==> config.mk <==
export PLATFORM = sky130hd
export DESIGN_NAME = fifo_host_ctrl
export DESIGN_NICKNAME = d
export VERILOG_FILES = /design/src/hdl/fifo_host_pkg.sv /design/src/hdl/fifo_host_ctrl.sv /design/src/hdl/pin_sync.sv
export VERILOG_INCLUDE_DIRS = /design/src /design/src/hdl
export SDC_FILE = /design/constraint.sdc
export NUM_CORES = 1
export LEC_CHECK = 0
export ABC_AREA = 1
export BUFFER_PORTS_ARGS = -buffer_cell sky130_fd_sc_hd__buf_2
export CORE_MARGIN = 1.5
export CORE_UTILIZATION = 34
export DETAILED_ROUTE_END_ITERATION = 16
export GPL_ROUTABILITY_DRIVEN = 0
export PLACE_DENSITY = 0.56
export SETUP_SLACK_MARGIN = 0.05
export SYNTH_ARGS = -nofsm -noshare
export SYNTH_HDL_FRONTEND = slang
export SYNTH_HIERARCHICAL = 1
export SYNTH_SLANG_ARGS = --single-unit
==> constraint.sdc <==
create_clock -name sys_clk -period 1.8 [get_ports sys_clk]
set_clock_uncertainty 0.2 [all_clocks]
set_input_delay 0.36 -clock sys_clk [delete_from_list [all_inputs] [get_ports sys_clk]]
set_output_delay 0.36 -clock sys_clk [all_outputs]
set_load 0.01 [all_outputs]
==> src/hdl/fifo_host_consts.svh <==
// Offsets, field positions, reset values and timing counts of the strobe FIFO host
`ifndef FIFO_HOST_CONSTS_SVH
`define FIFO_HOST_CONSTS_SVH

// ==========================================
// Word and clock
`define FH_DATA_W 9
`define FH_CLK_NS 10
`define FH_NS2CYC(ns) (((ns) + `FH_CLK_NS - 1) / `FH_CLK_NS)

// ==========================================
// Pin timing, slowest speed grade
`define FH_STROBE_PULSE_NS 25
`define FH_STROBE_RECOVERY_NS 10
`define FH_ACCESS_NS 25
`define FH_FLAG_DELAY_NS 35
`define FH_MCLR_PULSE_NS 25
`define FH_MCLR_RECOVERY_NS 10
`define FH_REPLAY_PULSE_NS 25
`define FH_REPLAY_RECOVERY_NS 10
`define FH_SYNC_STAGES 2

`define FH_WR_LOW_CYC `FH_NS2CYC(`FH_STROBE_PULSE_NS)
`define FH_RD_LOW_CYC (`FH_NS2CYC(`FH_ACCESS_NS) + `FH_SYNC_STAGES)
`define FH_MC_LOW_CYC `FH_NS2CYC(`FH_MCLR_PULSE_NS)
`define FH_RT_LOW_CYC `FH_NS2CYC(`FH_REPLAY_PULSE_NS)
`define FH_SETTLE_CYC (`FH_NS2CYC(`FH_FLAG_DELAY_NS) + `FH_SYNC_STAGES)

// ==========================================
// Register offsets
`define FH_OFF_CTRL 8'h00
`define FH_OFF_CONFIG 8'h04
`define FH_OFF_WDATA 8'h08
`define FH_OFF_RDATA 8'h0C
`define FH_OFF_STATUS 8'h10

// ==========================================
// Fields
`define FH_CTRL_MCLR_BIT 0
`define FH_CTRL_REPLAY_BIT 1
`define FH_CTRL_READ_BIT 2
`define FH_CFG_DEPTH_BIT 0
`define FH_CFG_FIRST_BIT 1
`define FH_ST_EMPTY_BIT 0
`define FH_ST_FULL_BIT 1
`define FH_ST_HALF_BIT 2
`define FH_ST_BUSY_BIT 3
`define FH_ST_REFUSED_BIT 4
`define FH_ST_RVALID_BIT 5
`define FH_ST_READY_BIT 6
`define FH_RDATA_VALID_BIT 9

// ==========================================
// Reset values
`define FH_CONFIG_RESET 2'h0

`endif

==> src/hdl/fifo_host_pkg.sv <==
// Types of the strobe FIFO host
package fifo_host_pkg;

    typedef enum logic [2:0] {
        ST_IDLE,
        ST_WR_LOW,
        ST_RD_LOW,
        ST_MC_LOW,
        ST_RT_LOW,
        ST_SETTLE
    } host_state_t;

    // Pins driven toward the FIFO
    typedef struct packed {
        logic write_strobe_n;
        logic read_strobe_n;
        logic replay_n;
        logic master_clear_n;
        logic first_in_chain_n;
        logic cascade_token_in_n;
        logic cascade_token_in_oe;
        logic [8:0] wdata;
    } fifo_pins_out_t;

    // Flags coming back from the FIFO
    typedef struct packed {
        logic empty_flag_n;
        logic full_flag_n;
        logic half_full_flag_n;
    } fifo_flags_t;

endpackage

==> src/hdl/fifo_host_ctrl.sv <==
// APB-driven controller that operates a strobe FIFO through its pins
//
// Our own choices: the register addresses and the APB slave port.
`timescale 1ns/1ps
`include "fifo_host_consts.svh"

// Functional notes
// - Write strobe held low stores a word
// - Read strobe falling edge fetches next word
// - Both strobes high throughout a replay
// - Master clear pulse before first use
// - Strobes high around master clear rise
module fifo_host_ctrl (
    input wire logic sys_clk,
    input wire logic reset,
    input wire logic psel,
    input wire logic penable,
    input wire logic pwrite,
    input wire logic [7:0] paddr,
    input wire logic [31:0] pwdata,
    output logic [31:0] prdata,
    output logic pready,
    output logic pslverr,
    output fifo_host_pkg::fifo_pins_out_t pins,
    input wire fifo_host_pkg::fifo_flags_t flags_raw,
    input wire logic [`FH_DATA_W-1:0] read_data_raw
);

    // ==========================================
    // Pin synchronisers
    fifo_host_pkg::fifo_flags_t flags;
    logic [`FH_DATA_W-1:0] read_data;

    pin_sync #(.WIDTH(3 + `FH_DATA_W), .INIT({3'h7, 9'h000})) u_sync (
        .sys_clk(sys_clk),
        .reset(reset),
        .async_in({flags_raw, read_data_raw}),
        .sync_out({flags, read_data})
    );

    // ==========================================
    // State
    fifo_host_pkg::host_state_t state;
    fifo_host_pkg::host_state_t next_state;
    logic [3:0] cnt;
    logic [3:0] next_cnt;
    logic [1:0] config_reg;
    logic refused;
    logic read_valid;
    logic initialized;
    logic [`FH_DATA_W-1:0] rdata;

    // ==========================================
    // APB decode
    wire apb_access = psel & penable & ~pready;
    wire wr_hit = apb_access & pwrite;
    wire rd_hit = apb_access & ~pwrite;
    wire sel_ctrl = paddr == `FH_OFF_CTRL;
    wire sel_config = paddr == `FH_OFF_CONFIG;
    wire sel_wdata = paddr == `FH_OFF_WDATA;
    wire sel_rdata = paddr == `FH_OFF_RDATA;
    wire sel_status = paddr == `FH_OFF_STATUS;
    wire mapped = sel_ctrl | sel_config | sel_wdata | sel_rdata | sel_status;

    wire depth_mode = config_reg[`FH_CFG_DEPTH_BIT];
    wire idle = state == fifo_host_pkg::ST_IDLE;

    wire req_mclr = wr_hit & sel_ctrl & pwdata[`FH_CTRL_MCLR_BIT];
    wire req_replay = wr_hit & sel_ctrl & pwdata[`FH_CTRL_REPLAY_BIT] & ~req_mclr;
    wire req_read = wr_hit & sel_ctrl & pwdata[`FH_CTRL_READ_BIT] & ~req_mclr & ~pwdata[`FH_CTRL_REPLAY_BIT];
    wire req_write = wr_hit & sel_wdata;

    // Commands only start from idle, and only when the FIFO can take them
    wire go_mclr = req_mclr & idle;
    wire go_replay = req_replay & idle & initialized & ~depth_mode;
    wire go_read = req_read & idle & initialized & flags.empty_flag_n;
    wire go_write = req_write & idle & initialized & flags.full_flag_n;
    wire any_req = req_mclr | req_replay | req_read | req_write;
    wire refuse = any_req & ~(go_mclr | go_replay | go_read | go_write);
    wire clr_refused = wr_hit & sel_status & pwdata[`FH_ST_REFUSED_BIT];
    wire rd_done = (state == fifo_host_pkg::ST_RD_LOW) && (cnt == 4'h0);
    wire mc_done = (state == fifo_host_pkg::ST_MC_LOW) && (cnt == 4'h0);

    // ==========================================
    // Sequencer
    always_comb begin
        next_state = state;
        next_cnt = (cnt == 4'h0) ? 4'h0 : cnt - 4'h1;
        unique case (state)
            fifo_host_pkg::ST_IDLE: begin
                if (go_mclr) begin
                    next_state = fifo_host_pkg::ST_MC_LOW;
                    next_cnt = 4'(`FH_MC_LOW_CYC - 1);
                end else if (go_replay) begin
                    next_state = fifo_host_pkg::ST_RT_LOW;
                    next_cnt = 4'(`FH_RT_LOW_CYC - 1);
                end else if (go_read) begin
                    next_state = fifo_host_pkg::ST_RD_LOW;
                    next_cnt = 4'(`FH_RD_LOW_CYC - 1);
                end else if (go_write) begin
                    next_state = fifo_host_pkg::ST_WR_LOW;
                    next_cnt = 4'(`FH_WR_LOW_CYC - 1);
                end
            end
            fifo_host_pkg::ST_WR_LOW,
            fifo_host_pkg::ST_RD_LOW,
            fifo_host_pkg::ST_MC_LOW,
            fifo_host_pkg::ST_RT_LOW: begin
                if (cnt == 4'h0) begin
                    // Recovery also covers flag delay plus synchroniser
                    next_state = fifo_host_pkg::ST_SETTLE;
                    next_cnt = 4'(`FH_SETTLE_CYC - 1);
                end
            end
            fifo_host_pkg::ST_SETTLE: begin
                if (cnt == 4'h0) begin
                    next_state = fifo_host_pkg::ST_IDLE;
                end
            end
        endcase
    end

    // ==========================================
    // Pin drive
    fifo_host_pkg::fifo_pins_out_t next_pins;
    always_comb begin
        next_pins = pins;
        // Strobes stay high through clear and replay
        next_pins.write_strobe_n = next_state != fifo_host_pkg::ST_WR_LOW;
        next_pins.read_strobe_n = next_state != fifo_host_pkg::ST_RD_LOW;
        next_pins.master_clear_n = next_state != fifo_host_pkg::ST_MC_LOW;
        next_pins.replay_n = next_state != fifo_host_pkg::ST_RT_LOW;
        // Standalone straps: token in grounded, first-load high
        next_pins.first_in_chain_n = ~(depth_mode & config_reg[`FH_CFG_FIRST_BIT]);
        next_pins.cascade_token_in_n = 1'b0;
        next_pins.cascade_token_in_oe = ~depth_mode;
        if (go_write) begin
            next_pins.wdata = pwdata[`FH_DATA_W-1:0];
        end
    end

    // ==========================================
    // APB read mux
    logic [31:0] next_prdata;
    wire [31:0] status_word = {25'h0, initialized, read_valid, refused, ~idle,
        flags.half_full_flag_n, flags.full_flag_n, flags.empty_flag_n};
    always_comb begin
        next_prdata = 32'h0000_0000;
        if (rd_hit && sel_config) begin
            next_prdata = {30'h0, config_reg};
        end else if (rd_hit && sel_rdata) begin
            next_prdata = {22'h0, read_valid, rdata};
        end else if (rd_hit && sel_status) begin
            next_prdata = status_word;
        end
    end

    // ==========================================
    // Registers
    always_ff @(posedge sys_clk or posedge reset) begin
        if (reset) begin
            state <= fifo_host_pkg::ST_IDLE;
            cnt <= 4'h0;
            pins <= '{write_strobe_n: 1'b1, read_strobe_n: 1'b1, replay_n: 1'b1, master_clear_n: 1'b1,
                first_in_chain_n: 1'b1, cascade_token_in_n: 1'b0, cascade_token_in_oe: 1'b1, wdata: 9'h000};
        end else begin
            state <= next_state;
            cnt <= next_cnt;
            pins <= next_pins;
        end
    end

    always_ff @(posedge sys_clk or posedge reset) begin
        if (reset) begin
            pready <= 1'b0;
            pslverr <= 1'b0;
            prdata <= 32'h0000_0000;
            config_reg <= `FH_CONFIG_RESET;
        end else begin
            pready <= psel & penable & ~pready;
            pslverr <= apb_access & ~mapped;
            prdata <= next_prdata;
            if (wr_hit && sel_config) begin
                config_reg <= pwdata[1:0];
            end
        end
    end

    // Sticky bits: the setting event wins over a clear in the same cycle
    always_ff @(posedge sys_clk or posedge reset) begin
        if (reset) begin
            refused <= 1'b0;
            read_valid <= 1'b0;
            initialized <= 1'b0;
            rdata <= 9'h000;
        end else begin
            refused <= refuse | (refused & ~clr_refused);
            read_valid <= rd_done | (read_valid & ~(rd_hit & sel_rdata));
            initialized <= initialized | mc_done;
            if (rd_done) begin
                rdata <= read_data;
            end
        end
    end

endmodule // fifo_host_ctrl

==> src/hdl/pin_sync.sv <==
// Two-stage synchroniser for pins from outside the clock domain
`timescale 1ns/1ps

module pin_sync #(
    parameter int WIDTH = 1,
    parameter logic [WIDTH-1:0] INIT = '0
) (
    input wire logic sys_clk,
    input wire logic reset,
    input wire logic [WIDTH-1:0] async_in,
    output logic [WIDTH-1:0] sync_out
);

    logic [WIDTH-1:0] stage1;

    always_ff @(posedge sys_clk or posedge reset) begin
        if (reset) begin
            stage1 <= INIT;
            sync_out <= INIT;
        end else begin
            stage1 <= async_in;
            sync_out <= stage1;
        end
    end

endmodule // pin_sync
==> results.json <==
{
  "fin_ws_ps": 104,
  "htree_levels": 3,
  "synth_top_area_share_pct": 49.6,
  "drtAntennaViolNets": 0,
  "grt_pass1_wl_um": 9810,
  "yosysSeqAreaShare_pct": 60.0,
  "wirelength_um": 5820,
  "powerDensity_mw_per_mm2": 1060,
  "antenna_found_initial": 0,
  "start_kind": "flip-flop",
  "numCtsBuffers": 9,
  "vias": 2143,
  "die_h_um": 97.3,
  "die_area_sq_mm": 0.00947,
  "status": "finished, final reports clean",
  "rsz0062_at_grt": "yes",
  "start_util_pct": 34.9,
  "drt_iter0_markers": 72,
  "drv_cap": 0,
  "layout-drive-gt1-share_pct": 35.4,
  "die_w_um": 97.3,
  "synthMuxAreaShare_pct": 3.85,
  "num_rows": 34,
  "synth_simple_gate_area_share_pct": 19.2,
  "critPathArrivalTime_ps": 1760,
  "end_kind": "flip-flop",
  "layoutNonFillerInstCount": 506,
  "maxSlewViolCount": 0,
  "synth_top_cell_by_area": "dfrtp_1",
  "netlist_area_sq_mm": 0.00303,
  "core_area_sq_mm": 0.00868,
  "insertion_delay_ps": 350,
  "netlist_top_cells_count": "dfrtp_1 (60), nand2_1 (50), inv_1 (33), nor2_1 (31), buf_4 (23)",
  "tritoncts": "done",
  "drc": 0,
  "crit_path_top_delay_cell": "dfrtp_1",
  "grt_max_degree": 49,
  "crit_path_max_incr_delay_ps": 420,
  "yosys_warnings": 6,
  "p_leak_uw": 0.00200,
  "dpl.cell_count": 473,
  "final_nets": 450,
  "worst_ep_required_time_ps": 1870,
  "io_pins": 107,
  "cts_sinks": 72,
  "cp_max_fo": 6,
  "hpwlAfterDp_um": 4180,
  "via_per_inst": 4.24,
  "synth_compound_area_share_pct": 5.75,
  "grt_usage_pct": 13.0,
  "portBuffers": 60,
  "wire_per_inst_um": 11.5,
  "cts_root_buf": "clkbuf_8",
  "fin_crit_ps": 1700,
  "finalHoldViolations": 0,
  "clockBufferDepth": 2,
  "largest_reg_flops": 15,
  "synth-edff-count": 0,
  "pre_cts_ws_ps": -25.9,
  "syn_area_per_cell_sq_um": 10.1,
  "yosys.cell_count.top_type": "dfrtp_1",
  "synthAdderAreaFrac_pct": 0,
  "setup_tns_ps": 0,
  "yosys-top-cells-area": "dfrtp_1 (50%), dfstp_2 (10%), nand2_1 (6.2%), buf_4 (5.7%), inv_1 (4.1%)",
  "synth_top_family_by_area": "simple AND/OR/NAND/NOR gates",
  "synthXorXnorAreaFrac_pct": 0.289,
  "syn_inst": 299,
  "setup_violations": 0,
  "holdCritPathClass": "primary input to flip-flop",
  "path_clk_slew_ps": 90,
  "ir_worst_vdd_mv": 0.429,
  "yosys_register_bits": 72,
  "period_share_pct": 94.2,
  "syn2layout_area_growth_pct": 27.7,
  "top_regs": "pins: 15 flops, u_sync/stage1: 12 flops, u_sync/sync_out: 12 flops",
  "grt_pass1_vias": 2077,
  "first_pass_iters": 4,
  "synth-main-ff-cell": "dfrtp_1",
  "top_register": "pins",
  "path_cells": "inv_2 > nand3_4 > nor2_4 > buf_4 > nand3_1 > nand2_2 > a21oi_4 > nor2_1 > nand2_1",
  "yosysUniqueCellTypes": 30,
  "overflow": 0,
  "synthArstFlopShare_pct": 100,
  "worst_hold_slack_ps": 37.4,
  "criticalPathCategory": "flip-flop to flip-flop",
  "antenna_cells": 0,
  "fmax_mhz": 590
}
-- path summary, 6_finish.rpt --
path,to,cells past startpoint,from,slack [ps]
worst max-delay path,pins[13],9,pready,100
worst min-delay path,pins[7],2,pwdata[7],40
worst max register to register,pins[13],9,pready,100
worst min register to register,u_sync/sync_out[4],0,u_sync/stage1[4],150
max in group asynchronous,pins[9],4,reset,700
min in group asynchronous,u_sync/stage1[7],4,reset,420
-- repair_timing --
item                       4_1_cts  5_1_grt
setup buffers                    0        4
gates resized for setup          0       12
setup endpoints to repair        0       19
hold endpoints to repair        72        0
hold buffers                    13        0
-- logic make-up (layout without fill, tap and decap cells) --
kind of cell,count (synthesis),in the layout
AOI/OAI and AO/OA,31,31
DFF,72,72
muxes,9,9
other,1,23
xor gates and xnor gates,1,1
buffers and inverters,61,138
and+or+nand+nor,124,124
-- stage by stage --
step,area [sq um],utilization [%],power (uW)
2_1_floorplan,3110,-,2530
3_3_place_gp,3450,39.7,2710
3_5_place_dp,3450,39.7,2720
4_1_cts,3780,43.6,4090
5_1_grt,3860,44.5,4400
6_report,3860,44.5,4110
-- metal layers --
layer | up-vias | track usage, % | share of wire, %
met5 | - | 0 | 0
met4 | 0 | 5.93 | 1.9
met3 | 9 | 3.24 | 4.5
met2 | 65 | 19.9 | 46
met1 | 973 | 17.5 | 48
li1 | 1096 | - | -
-- layout by cell type (no fill, tap or decap), types with 2 or more instances in the layout --
cell,n
dfrtp_1,60
buf_2,60
nand2_1,48
inv_1,30
nor2_1,30
conb_1,23
nand3_1,14
dlygate4sd3_1,13
o21ai_0,12
a21oi_1,12
dfstp_2,12
buf_4,11
clkbuf_8,9
nor2_2,8
inv_2,5
mux2_2,5
nand2_2,4
nor2_4,4
mux2_4,4
nor3_1,4
inv_6,4
nand3_2,3
nand4_1,3
nand3_4,2
o211ai_1,2
o31ai_1,2
buf_12,2
-- cell type report --
cell class / count / area (sq um)
Fill cell: 869 / 4820
Clock buffer: 9 / 124
Multi-Input combinational cell: 188 / 1010
Tap cell: 108 / 135
Inverter: 36 / 138
Clock inverter: 7 / 83.8
Timing Repair Buffer: 86 / 553
Sequential cell: 72 / 1820
-- report_power, final --
group	internal [uW]	leakage (uW)	switching (uW)
registers	1750	0.000899	60.0
logic	351	0.000998	624
clock network	669	0.000103	659
-- worst max-delay path: cells and delay by family, from the launching register on --
kind / cells / cell delay (ps)
and+or+nand+nor: 6 / 700
buffers and inverters: 2 / 230
AOI/OAI and AO/OA: 1 / 70
DFF: 1 / 420
No activity file was read; power rests on OpenSTA's default activity.
